### config.mk
export PLATFORM = sky130hd
export DESIGN_NAME = pmg_guard
export DESIGN_NICKNAME = d
export VERILOG_FILES = /design/src/hdl/pmg_guard.v /design/src/hdl/pmg_part_decode.v
export VERILOG_INCLUDE_DIRS = /design/src /design/src/hdl
export SDC_FILE = /design/constraint.sdc
export NUM_CORES = 1
export LEC_CHECK = 0
export CAP_MARGIN = 0
export CORE_AREA = 4 4 96 98
export CTS_BUF_LIST = sky130_fd_sc_hd__clkbuf_16
export DETAILED_ROUTE_END_ITERATION = 8
export DIE_AREA = 0 0 100 102
export DONT_BUFFER_PORTS = 1
export PLACE_DENSITY = 0.58
export SYNTH_ARGS = -nofsm -noshare
export SYNTH_HDL_FRONTEND = slang
export SYNTH_SLANG_ARGS = --single-unit
### constraint.sdc
create_clock -name pclk -period 2.3 [get_ports pclk]
set_input_delay 0.115 -clock pclk [delete_from_list [all_inputs] [get_ports pclk]]
set_output_delay 0.115 -clock pclk [all_outputs]
set_load 0.02 [all_outputs]
### src/hdl/pmg_map.vh
`ifndef PMG_MAP_VH
`define PMG_MAP_VH

// ************************************************************
// register offsets (byte addresses)
// ************************************************************
`define PMG_OFS_CFG          12'h000
`define PMG_OFS_NVM_STAT     12'h004
`define PMG_OFS_PWR_STAT     12'h008
`define PMG_OFS_INFO         12'h00c

// ************************************************************
// configuration register fields
// ************************************************************
`define PMG_CFG_BOOT_EN_N    0
`define PMG_CFG_SAF_EN_N     1
`define PMG_CFG_BSIZE_LSB    2
`define PMG_CFG_BSIZE_MSB    4
`define PMG_CFG_WP_APP       8
`define PMG_CFG_WP_BOOT      9
`define PMG_CFG_WP_CFG       10
`define PMG_CFG_WP_SAF       11
`define PMG_CFG_RESET        32'h0000_0003
`define PMG_CFG_MASK         32'h0000_0f1f

// ************************************************************
// status register fields and reset values
// ************************************************************
`define PMG_NVM_WRITE_ERROR_FLAG_BIT    0
`define PMG_PWR_VIOL_BIT     0
`define PMG_VIOL_RESET       1'b1

// ************************************************************
// address map of the program space
// ************************************************************
`define PMG_START_ADDR       16'h0000
`define PMG_SAF_WORDS_M1     16'h007f
`define PMG_BOOT_UNIT        17'h0_0200
`define PMG_CFG_LO           16'h8007
`define PMG_CFG_HI           16'h800b
`define PMG_DIA_LO           16'h8100
`define PMG_DIA_HI           16'h811f
`define PMG_PM_SPACE_BIT     15

// ************************************************************
// partition codes
// ************************************************************
`define PMG_RGN_APP          3'h0
`define PMG_RGN_BOOT         3'h1
`define PMG_RGN_SAF          3'h2
`define PMG_RGN_CFG          3'h3
`define PMG_RGN_DIA          3'h4
`define PMG_RGN_INFO         3'h5

`endif

### src/hdl/pmg_guard.v
`include "pmg_map.vh"
`default_nettype none

module pmg_guard #(
  parameter PM_WORDS = 4096
) (
  input  wire        pclk,
  input  wire        presetn,
  input  wire        psel,
  input  wire        penable,
  input  wire        pwrite,
  input  wire [11:0] paddr,
  input  wire [31:0] pwdata,
  output reg  [31:0] prdata_q,
  output reg         pready_q,
  output reg         pslverr_q,
  input  wire        fetch_valid,
  input  wire [14:0] fetch_addr,
  output reg         exec_viol_reset_q,
  input  wire        ind_rd_req,
  input  wire        ind_wr_req,
  input  wire [15:0] ind_ptr,
  input  wire [7:0]  ind_wdata,
  input  wire [7:0]  dm_rdata,
  input  wire [13:0] pm_rdata,
  output reg  [15:0] pm_raddr_q,
  output reg  [7:0]  ind_rdata_q,
  output reg         ind_done_q,
  output reg         ind_busy_q,
  output reg         dm_we_q,
  output reg  [15:0] dm_waddr_q,
  output reg  [7:0]  dm_wdata_q,
  input  wire        nvm_wr_req,
  input  wire [15:0] nvm_wr_addr,
  output reg         nvm_wr_en_q,
  output reg  [15:0] nvm_wr_addr_q,
  output reg         nvm_wr_err_q
);

  localparam integer LAST_INT  = PM_WORDS - 1;
  localparam [15:0]  LAST_ADDR = LAST_INT[15:0];
  localparam [0:0]  ST_IDLE   = 1'b0;
  localparam [0:0]  ST_PM     = 1'b1;

  // ************************************************************
  // helpers
  // ************************************************************
  // wrap a user-flash address, leave the high space untouched
  function [15:0] wrap_addr;
    input [15:0] a;
    begin
      if (a[`PMG_PM_SPACE_BIT])
        wrap_addr = a;
      else
        wrap_addr = a & LAST_ADDR;
    end
  endfunction

  // ************************************************************
  // registers
  // ************************************************************
  reg  [31:0] cfg_q;
  reg         write_error_flag_q;
  reg         viol_flag_q;
  reg  [0:0]  ist_q;
  wire [2:0]  fetch_rgn;
  wire [2:0]  wr_rgn;
  wire        boot_en_n = cfg_q[`PMG_CFG_BOOT_EN_N];
  wire        saf_en_n  = cfg_q[`PMG_CFG_SAF_EN_N];
  wire [2:0]  bsize     = cfg_q[`PMG_CFG_BSIZE_MSB:`PMG_CFG_BSIZE_LSB];
  wire        apb_setup = psel & ~penable;
  wire        apb_wr    = psel & penable & pready_q & pwrite;
  reg         wr_prot;
  reg         bad_fetch;
  reg  [31:0] rd_mux;
  reg         addr_ok;

  // ************************************************************
  // partition decoders for fetch and write paths
  // ************************************************************
  pmg_part_decode #(
    .PM_WORDS  (PM_WORDS)
  ) u_fetch_dec (
    .addr      ({1'b0, fetch_addr}),
    .boot_en_n (boot_en_n),
    .saf_en_n  (saf_en_n),
    .bsize_sel (bsize),
    .region    (fetch_rgn)
  );

  pmg_part_decode #(
    .PM_WORDS  (PM_WORDS)
  ) u_wr_dec (
    .addr      (nvm_wr_addr),
    .boot_en_n (boot_en_n),
    .saf_en_n  (saf_en_n),
    .bsize_sel (bsize),
    .region    (wr_rgn)
  );

  // ************************************************************
  // protection and execution checks
  // ************************************************************
  // write protect per partition, info areas never writable
  always @* begin
    case (wr_rgn)
      `PMG_RGN_APP:  wr_prot = cfg_q[`PMG_CFG_WP_APP];
      `PMG_RGN_BOOT: wr_prot = cfg_q[`PMG_CFG_WP_BOOT];
      `PMG_RGN_CFG:  wr_prot = cfg_q[`PMG_CFG_WP_CFG];
      `PMG_RGN_SAF:  wr_prot = cfg_q[`PMG_CFG_WP_SAF];
      `PMG_RGN_DIA:  wr_prot = 1'b1;
      default:       wr_prot = 1'b1;
    endcase
    bad_fetch = fetch_valid && (fetch_rgn == `PMG_RGN_SAF);
  end

  // ************************************************************
  // apb register file
  // ************************************************************
  // read mux and address check
  always @* begin
    rd_mux  = 32'h0000_0000;
    addr_ok = 1'b1;
    case (paddr)
      `PMG_OFS_CFG:      rd_mux = cfg_q;
      `PMG_OFS_NVM_STAT: rd_mux[`PMG_NVM_WRITE_ERROR_FLAG_BIT] = write_error_flag_q;
      `PMG_OFS_PWR_STAT: rd_mux[`PMG_PWR_VIOL_BIT] = viol_flag_q;
      `PMG_OFS_INFO:     rd_mux[15:0] = LAST_ADDR;
      default:           addr_ok = 1'b0;
    endcase
  end

  // software write completing at this edge to the given offset
  function wr_hit;
    input [11:0] ofs;
    begin
      wr_hit = apb_wr && (paddr == ofs);
    end
  endfunction

  // ************************************************************
  // apb handshake
  // ************************************************************
  // zero-wait answer: ready in the first access cycle
  always @(posedge pclk or negedge presetn) begin
    if (!presetn) begin
      pready_q  <= 1'b0;
      pslverr_q <= 1'b0;
    end else begin
      pready_q  <= apb_setup;
      pslverr_q <= apb_setup & ~addr_ok;
    end
  end

  // read data taken at setup, stands while ready is high
  always @(posedge pclk or negedge presetn) begin
    if (!presetn)
      prdata_q <= 32'h0000_0000;
    else if (apb_setup && !pwrite)
      prdata_q <= rd_mux;
  end

  // ************************************************************
  // configuration register
  // ************************************************************
  // partition settings, stored only at the completing access edge
  always @(posedge pclk or negedge presetn) begin
    if (!presetn)
      cfg_q <= `PMG_CFG_RESET;
    else if (wr_hit(`PMG_OFS_CFG))
      cfg_q <= pwdata & `PMG_CFG_MASK;
  end

  // ************************************************************
  // sticky status flags
  // ************************************************************
  // write error: hardware set wins over the software clear
  always @(posedge pclk or negedge presetn) begin
    if (!presetn)
      write_error_flag_q <= 1'b0;
    else if (nvm_wr_req && wr_prot)
      write_error_flag_q <= 1'b1;
    else if (wr_hit(`PMG_OFS_NVM_STAT) && pwdata[`PMG_NVM_WRITE_ERROR_FLAG_BIT])
      write_error_flag_q <= 1'b0;
  end

  // violation flag: hardware clear wins over the software set
  always @(posedge pclk or negedge presetn) begin
    if (!presetn)
      viol_flag_q <= `PMG_VIOL_RESET;
    else if (bad_fetch)
      viol_flag_q <= 1'b0;
    else if (wr_hit(`PMG_OFS_PWR_STAT) && pwdata[`PMG_PWR_VIOL_BIT])
      viol_flag_q <= 1'b1;
  end

  // ************************************************************
  // execution violation reset
  // ************************************************************
  // one-cycle reset request on a fetch outside valid execution
  always @(posedge pclk or negedge presetn) begin
    if (!presetn)
      exec_viol_reset_q <= 1'b0;
    else
      exec_viol_reset_q <= bad_fetch;
  end

  // ************************************************************
  // nonvolatile write gate
  // ************************************************************
  // verdict pulses, exactly one per request
  always @(posedge pclk or negedge presetn) begin
    if (!presetn) begin
      nvm_wr_en_q  <= 1'b0;
      nvm_wr_err_q <= 1'b0;
    end else begin
      nvm_wr_en_q  <= nvm_wr_req & ~wr_prot;
      nvm_wr_err_q <= nvm_wr_req & wr_prot;
    end
  end

  // wrapped write address, held until the next request
  always @(posedge pclk or negedge presetn) begin
    if (!presetn)
      nvm_wr_addr_q <= 16'h0000;
    else if (nvm_wr_req)
      nvm_wr_addr_q <= wrap_addr(nvm_wr_addr);
  end

  // ************************************************************
  // indirect access port
  // ************************************************************
  // data reads finish next cycle, program reads one cycle later
  always @(posedge pclk or negedge presetn) begin
    if (!presetn) begin
      ist_q       <= ST_IDLE;
      ind_busy_q  <= 1'b0;
      ind_done_q  <= 1'b0;
      ind_rdata_q <= 8'h00;
      pm_raddr_q  <= 16'h0000;
      dm_we_q     <= 1'b0;
      dm_waddr_q  <= 16'h0000;
      dm_wdata_q  <= 8'h00;
    end else begin
      ind_done_q <= 1'b0;
      dm_we_q    <= 1'b0;
      case (ist_q)
        ST_IDLE: begin
          if (ind_rd_req && ind_ptr[`PMG_PM_SPACE_BIT]) begin
            pm_raddr_q <= wrap_addr({1'b0, ind_ptr[14:0]});
            ist_q      <= ST_PM;
            ind_busy_q <= 1'b1;
          end else if (ind_rd_req) begin
            ind_rdata_q <= dm_rdata;
            ind_done_q  <= 1'b1;
          end else if (ind_wr_req && !ind_ptr[`PMG_PM_SPACE_BIT]) begin
            dm_we_q    <= 1'b1;
            dm_waddr_q <= ind_ptr;
            dm_wdata_q <= ind_wdata;
          end
        end
        ST_PM: begin
          ind_rdata_q <= pm_rdata[7:0];
          ind_done_q  <= 1'b1;
          ind_busy_q  <= 1'b0;
          ist_q       <= ST_IDLE;
        end
        default: begin
          ist_q      <= ST_IDLE;
          ind_busy_q <= 1'b0;
        end
      endcase
    end
  end

endmodule

`default_nettype wire

### src/hdl/pmg_part_decode.v
`include "pmg_map.vh"
`default_nettype none

// ************************************************************
// combinational partition decoder
// ************************************************************
module pmg_part_decode #(
  parameter PM_WORDS = 4096
) (
  input  wire [15:0] addr,
  input  wire        boot_en_n,
  input  wire        saf_en_n,
  input  wire [2:0]  bsize_sel,
  output reg  [2:0]  region
);

  localparam integer LAST_INT  = PM_WORDS - 1;
  localparam [15:0]  LAST_ADDR = LAST_INT[15:0];

  reg [16:0] boot_words;
  reg [15:0] boot_last;
  reg [15:0] saf_base;
  reg [15:0] uaddr;

  // boundaries from latched settings, compared in the same cycle
  always @* begin
    boot_words = `PMG_BOOT_UNIT << bsize_sel;
    if (boot_words > PM_WORDS)
      boot_last = LAST_ADDR;
    else
      boot_last = boot_words[15:0] - 16'h0001;
    saf_base = LAST_ADDR - `PMG_SAF_WORDS_M1;
    uaddr    = addr & LAST_ADDR;
    if (addr[`PMG_PM_SPACE_BIT]) begin
      if (addr >= `PMG_DIA_LO && addr <= `PMG_DIA_HI)
        region = `PMG_RGN_DIA;
      else if (addr >= `PMG_CFG_LO && addr <= `PMG_CFG_HI)
        region = `PMG_RGN_CFG;
      else
        region = `PMG_RGN_INFO;
    end else if (!saf_en_n && uaddr >= saf_base) begin
      region = `PMG_RGN_SAF;
    end else if (!boot_en_n && uaddr >= `PMG_START_ADDR && uaddr <= boot_last) begin
      region = `PMG_RGN_BOOT;
    end else begin
      region = `PMG_RGN_APP;
    end
  end

endmodule

`default_nettype wire

==> results of run 1 <==
-- synth_stat cells (4+ instances only) --
cell	number	area, um2
mux2i_1	9	90.1
buf_4	26	195
nor2_1	6	22.5
inv_1	9	33.8
dfrtp_1	87	2180
clkbuf_1	6	22.5
o21ai_0	25	125
nor4_1	4	25.0
nand3_1	6	30.0
a21oi_1	11	55.1
nand2_1	61	229
mux2_2	45	507
-- worst max-delay path by stage --
stage / slack [ps] / endpoint / startpoint
5_1_grt: 100 / write_error_flag_q / cfg_q[3]
6_report: 220 / nvm_wr_en_q / cfg_q[3]
4_1_cts: 190 / nvm_wr_en_q / cfg_q[3]
2_1_floorplan: 340 / write_error_flag_q / cfg_q[3]
3_5_place_dp: 190 / write_error_flag_q / cfg_q[3]
3_3_place_gp: 190 / write_error_flag_q / cfg_q[3]
-- power breakdown --
group	leakage [nW]	internal (mW)	switching (mW)
clock network	0.149	0.950	0.602
registers	1.12	1.76	0.360
logic	0.966	0.223	0.189
total	2.23	2.93	1.15
-- timing repair --
action	in CTS	in global routing
hold buffers	72	0
hold endpoints to repair	163	0
gates resized for setup	0	0
-- kinds of logic (layout without fill, tap and decap cells) --
kind of cell / Yosys count / after routing
AND/OR/NAND/NOR: 101 / 101
flip-flops: 90 / 90
multiplexers: 54 / 54
buffers and inverters: 45 / 100
AO/OA/AOI/OAI: 44 / 44
adder cells (fa/ha/maj): 3 / 3
other: 1 / 24
-- through the flow --
stage	cell area [um2]	setup WS [ps]	utilization (%)	total power, mW
2_1_floorplan	3990	344	-	2.37
3_3_place_gp	3920	190	46.3	2.41
3_5_place_dp	3920	189	46.3	2.42
4_1_cts	4970	191	58.7	4.13
5_1_grt	4970	101	58.7	4.28
6_report	4970	223	58.7	4.08
-- critical path: cells and delay by family (launching register included) --
kind	cells	cell delay (ps)
flops	1	410
fa+ha+maj	1	150
simple gates	3	790
compound gates	3	670
-- sequential cells by signal, indices dropped and copies added (netlist names), 8 cells and up --
signal and cells:
dm_waddr_q 16, nvm_wr_addr_q 16, pm_raddr_q 12, prdata_q 10
cfg_q 9, dm_wdata_q 8, ind_rdata_q 8
-- per-layer routing --
metal | part of all wire, % | vias up
met1 | 37 | 1279
met4 | 1.4 | 0
met5 | 0 | -
li1 | - | 1257
met2 | 51 | 134
met3 | 10 | 10
-- area by class of cell --
cell class              instances  area share, %
clock inverters                 7           1.86
repair buffers                 75           15.3
inverters                       9          0.679
well taps                     108           2.72
clock buffers                   9           4.53
flip-flops and latches         90           45.4
multi-input cells             226           29.5
==> qor.txt, run 1 <==
post-synthesis cell type count -> 39
first-pass GRT wire length -> 13900 um
post-synthesis to final-layout area growth -> 27.5%
Synth Warn # -> 0
Slew @ Worst Pin -> 767 ps
Die Ht -> 102 um
clock slew at the register clock pins of the worst setup and hold paths -> 70 ps
hold depth -> 2
PwrDens -> 821 nW/um2
unrepaired setup endpoints after global routing -> false
I/O Buffers -> 0
Tmin final -> 2080 ps
worst hold slack -> 10.5 ps
crit path launch type -> flip-flop
commonest non-fill, non-tap cell in the layout -> dfrtp_1
reg2reg start -> cfg_q[3]
most frequent cells in the layout -> dfrtp_1 (87), dlygate4sd3_1 (71), nand2_1 (61), mux2_2 (45), o21ai_0 (25)
GRT met2 Usage -> 29.9%
antenna violation net count after detailed routing -> 0
register bit count reported by yosys -> 90
Routability Congestion -> 0.750
CTS tree -> done
root buffer cell -> clkbuf_16
required time of the critical path -> 2570 ps
XOR/XNOR share of the synthesized area -> 0%
DP HPWL -> 6040 um
IO Pins -> 234
Cells after DPL -> 436
clk buf depth -> 2
sequential area share after synthesis -> 57.8%
share of layout cells above drive strength 1 -> 17.3%
Cell Area, Synth -> 3900 um2
largest family of logic cells by synthesized area -> multiplexers
Worst slew margin -> 48.7%
Reg2Reg Depth -> 7
area of the multi-input gates -> 1470 um2
Detailed Routing Iterations Pass 1 -> 4
Fmax -> 482 MHz
row count -> 34
critical-path cell list -> nor3_1 > ha_1 > nand4_1 > or4_1 > a311o_1 > a21oi_2 > o21a_1
Gate Count Post-Synth -> 338
CTS sink cnt -> 90
Critical Path Slowest Stage Cell -> or4_1
Final Hold Viols -> 0
Worst EP arrival -> 2350 ps
remaining global-route overflow -> 0
multiplexer share of the synthesized area -> 15.3%
Total Die Area -> 10200 um2
Storage cell area -> 2260 um2
Post-synth ARST share -> 100%
Setup crit end kind -> flip-flop
Sum Neg Setup Slack -> 0 ps
reg-to-reg setup timing slack -> 220 ps
layer with the highest usage -> met2
slowest stage delay, CP -> 480 ps
worst-path maximum fanout -> 5
largest net degree at the start of global routing -> 91
vias in the first global route -> 2817
Avg Inst Size Synth -> 11.5 um2
DIE WIDTH -> 100 um
GR Layer Usage met1 -> 19.9%
antenna violations before repair -> 0
Crit Path Class -> reg -> reg
Slew Viols, Final -> 0
Leak -> 2.23 nW
Skew-Pair Late Insertion Delay -> 330 ps
Tot GR Track Use -> 17.4%
Post-CTS Repair Setup Buffers -> 0
htree depth -> 3
status -> completed
via/cell ratio -> 5.11
Primary FF master, synth -> dfrtp_1
RR Endpoint -> nvm_wr_en_q
number of diodes -> 0
WL final -> 9040 um
fillcell total -> 699
Max Cap Viol -> 0
worst-case hold path end point -> ind_rdata_q[3]
detailed-route wire length per cell -> 17.3 um
min-delay src -> dm_rdata[3]
Post-Layout Cell Count -> 524
clk_skew -> 8.65 ps
DRC violations left -> 0
post-synthesis adder-cell area fraction -> 0.962%
simple-gate share of the synthesized area -> 12.6%
Core Footprint -> 8470 um2
starting density of the core -> 46.1%
Num CTS Buffers -> 9
GR Layer Usage met3 -> 6.69%
Vias -> 2680
Tcrit/Tclk final -> 90.3%
initial DRC count -> 80
Max VDD drop -> 0.470 mV
Hold Crit Class -> in -> reg
setup violators final -> 0
Post-synth EDFFs -> 0
Layout Nets -> 544
Synth Area in Compound Gates -> 6.26%
Power figures use the tool's default switching activity.
==> run 2, diff against run 1 <==
--- a/config.mk
+++ b/config.mk
@@ -7,12 +7,13 @@
 export NUM_CORES = 1
 export LEC_CHECK = 0
 export CAP_MARGIN = 0
-export CORE_AREA = 4 4 96 98
+export CORE_AREA = 8 8 128 130
 export CTS_BUF_LIST = sky130_fd_sc_hd__clkbuf_16
 export DETAILED_ROUTE_END_ITERATION = 8
-export DIE_AREA = 0 0 100 102
+export DIE_AREA = 0 0 136 138
 export DONT_BUFFER_PORTS = 1
-export PLACE_DENSITY = 0.58
+export PLACE_DENSITY = 0.4
 export SYNTH_ARGS = -nofsm -noshare
 export SYNTH_HDL_FRONTEND = slang
+export SYNTH_HIERARCHICAL = 1
 export SYNTH_SLANG_ARGS = --single-unit
==> qor.txt, run 2 <==
critical-path cell list -> nor3_4 > inv_2 > ha_4 > xnor2_2 > nor2_1 > ha_1 > nand4_1 > nor4_1 > a211o_1 > a32o_2 > mux4_2 > nor2_4 > nor2b_2 > nand2b_1 (was nor3_1 > ha_1 > nand4_1 > or4_1 > a311o_1 > a21oi_2 > o21a_1)
DP HPWL -> 8620 um (was 6040 um)
PwrDens -> 700 nW/um2 (was 821 nW/um2)
CTS sink cnt -> 90 (unchanged)
DRC violations left -> 0 (unchanged)
Tmin final -> 2800 ps (was 2080 ps)
top-area cell type share of the netlist area -> 51.8% (was 55.8%)
biggest registers after layout -> dm_waddr_q (16), nvm_wr_addr_q (16), pm_raddr_q (12) (unchanged)
Primary FF master, synth -> dfrtp_1 (unchanged)
Crit Path Class -> reg -> reg (unchanged)
antenna violations before repair -> 1 (was 0)
share of layout cells above drive strength 1 -> 25.7% (was 17.3%)
Placed Area -> 4430 um2 (was 3920 um2)
worst-path maximum fanout -> 4 (was 5)
failing checks -> hold timing, setup timing
Post-synth ARST share -> 100% (unchanged)
Slew Viols, Final -> 0 (unchanged)
remaining global-route overflow -> 0 (unchanged)
commonest non-fill, non-tap cell in the layout -> dfrtp_1 (unchanged)
synth cell count leaders -> dfrtp_1 (87), nand2_1 (63), mux2_2 (45) (was dfrtp_1 (87), nand2_1 (61), mux2_2 (45))
Synth Warn # -> 6 (was 0)
Routability Congestion -> 0.758 (was 0.750)
Worst slew margin -> 56.5% (was 48.7%)
clk buf depth -> 2 (unchanged)
detailed-route wire length per cell -> 17.9 um (was 17.3 um)
clk_skew -> 7.57 ps (was 8.65 ps)
unrepaired setup endpoints after global routing -> true (was false)
setup violators final -> 5 (was 0)
Final Hold Viols -> 1 (was 0)
worst hold slack -> -82.3 ps (was 10.5 ps)
Vias -> 3117 (was 2680)
Detailed Routing Iterations Pass 1 -> 4 (unchanged)
design area -> 5780 um2 (was 4970 um2)
required time of the critical path -> 2520 ps (was 2570 ps)
Avg Inst Size Synth -> 11.1 um2 (was 11.5 um2)
Skew-Pair Late Insertion Delay -> 340 ps (was 330 ps)
Sum Neg Setup Slack -> -2030 ps (was 0 ps)
CTS tree -> done (unchanged)
IO Pins -> 234 (unchanged)
Cell Area, Synth -> 4200 um2 (was 3900 um2)
starting density of the core -> 29.4% (was 46.1%)
Max VDD drop -> 0.332 mV (was 0.470 mV)
initial DRC count -> 118 (was 80)
row count -> 44 (was 34)
Layout Nets -> 624 (was 544)
antenna violation net count after detailed routing -> 0 (unchanged)
first-pass GRT wire length -> 18800 um (was 13900 um)
Gate Count Post-Synth -> 378 (was 338)
utilization after layout -> 40.4% (was 58.7%)
Tot GR Track Use -> 12.8% (was 17.4%)
Worst Path Buf+Inv -> 1 (was 0)
area of the multi-input gates -> 1890 um2 (was 1470 um2)
Leak -> 2.59 nW (was 2.23 nW)
Core Footprint -> 14300 um2 (was 8470 um2)
Storage cell area -> 2260 um2 (about the same)
critical path's top delay family -> simple AND/OR/NAND/NOR gates (unchanged)
via/cell ratio -> 4.60 (was 5.11)
sequential area share after synthesis -> 53.7% (was 57.8%)
most frequent cells in the layout -> dfrtp_1 (85), dlygate4sd3_1 (78), nand2_1 (62), mux2_2 (45) (was dfrtp_1 (87), dlygate4sd3_1 (71), nand2_1 (61), mux2_2 (45), o21ai_0 (25))
count leader, synth -> dfrtp_1 (unchanged)
Setup crit end kind -> flip-flop (unchanged)
hold_buf cts -> 79 (was 72)
dpl ws -> -501 ps (was 189 ps)
Post-synth EDFFs -> 0 (unchanged)
top cells by area, synth -> dfrtp_1 (52%), mux2_2 (12%), nand2_1 (5.6%), buf_4 (4.6%), o21ai_0 (2.9%) (was dfrtp_1 (56%), mux2_2 (13%), nand2_1 (5.9%), buf_4 (5.0%), o21ai_0 (3.2%))
post-synthesis to final-layout area growth -> 37.6% (was 27.5%)
Max Cap Viol -> 0 (unchanged)
Total Die Area -> 18800 um2 (was 10200 um2)
vias in the first global route -> 3376 (was 2817)
clock slew at the register clock pins of the worst setup and hold paths -> 60 ps (was 70 ps)
DIE WIDTH -> 136 um (was 100 um)
Slew @ Worst Pin -> 648 ps (was 767 ps)
Critical Path Slowest Stage Cell -> dfrtp_2 (was or4_1)
htree depth -> 3 (unchanged)
I/O Buffers -> 0 (unchanged)
Hold Crit Class -> in -> reg (unchanged)
WL final -> 12100 um (was 9040 um)
status -> finished with violations (was completed)
crit path launch type -> flip-flop (unchanged)
slowest stage delay, CP -> 450 ps (was 480 ps)
Worst EP arrival -> 3010 ps (was 2350 ps)
setup ws final -> -495 ps (was 223 ps)
root buffer cell -> clkbuf_16 (unchanged)
Fmax -> 358 MHz (was 482 MHz)
fillcell total -> 1417 (was 699)
post-synthesis cell type count -> 41 (was 39)
Tcrit/Tclk final -> 122% (was 90.3%)
largest net degree at the start of global routing -> 91 (unchanged)
post-synth top area cell -> dfrtp_1 (unchanged)
register bit count reported by yosys -> 90 (unchanged)
Num CTS Buffers -> 9 (unchanged)
Die Ht -> 138 um (was 102 um)
[run 2: cell count changes after synthesis, sizes merged, moves of 3 or more]
cell    before  now
ha           3    8
nor2         6   14
inv          9   13
clkbuf       6    9
a31oi        1    4
nand4b       3    0
nand2b       1    4
[run 2: worst paths after layout]
path	end	slack [ps]	start	depth (start not counted)
min in group asynchronous	exec_viol_reset_q	370	presetn	2
worst min-delay path	nvm_wr_en_q	-80	nvm_wr_req	1
worst min register to register	cfg_q[9]	540	cfg_q[9]	1
worst max register to register	write_error_flag_q	-500	cfg_q[4]	14
worst max-delay path	write_error_flag_q	-500	cfg_q[4]	14
max in group asynchronous	dm_waddr_q[11]	1550	presetn	2
[run 2: metrics by stage]
| stage | std cells | total power [mW] |
|---|---|---|
| after floorplan | 404 | 2.40 |
| after global placement | 567 | 2.45 |
| after detailed placement | 567 | 2.46 |
| after CTS | 672 | 4.10 |
| after global routing | 676 | 4.25 |
| final | 677 | 4.04 |
[run 2: cell families after synthesis]
logic type	count (synthesis)	share of synthesized area, %
flops	90	53.7
other cells	1	0.0893
fa+ha+maj	8	2.38
buf+inv	52	7.21
mux	57	15.2
simple gates	121	14.7
compound gates	47	6.31
xor+xnor	2	0.417
[run 2: layer usage]
metal	track usage [%]	wire length, um	vias up
li1	-	-	1465
met1	13.9	4560	1493
met2	20.7	5850	138
met3	5.47	1390	21
met4	6.42	334	0
met5	0	0	-
[run 2: where the power goes]
part	leakage [nW]	internal (mW)	switching, mW
logic	1.33	0.272	0.209
clock network	0.150	0.832	0.607
registers	1.11	1.76	0.363
[run 2: worst reg2reg max path, stage by stage (launching register included)]
cell and delay (ps):
dfrtp_2 450, nor3_4 220, inv_2 60, ha_4 160, xnor2_2 160, nor2_1 60
ha_1 290, nand4_1 90, nor4_1 50, a211o_1 260, a32o_2 240, mux4_2 310
nor2_4 130, nor2b_2 50, nand2b_1 130
[run 2: final cells by class]
cell class	instances	area share, %
multi-input cells	262	32.8
diodes	2	0.0866
clock buffers	9	3.90
inverters	13	0.844
well taps	184	3.98
flip-flops and latches	90	39.1
repair buffers	110	18.3
clock inverters	7	1.08
[run 2: what timing repair did]
action                                  CTS  global route
gates resized for setup                  13            20
pin swaps                                11             8
endpoints found under the hold margin   162             1
endpoints found under the setup margin    5             5
setup buffers                            10             3
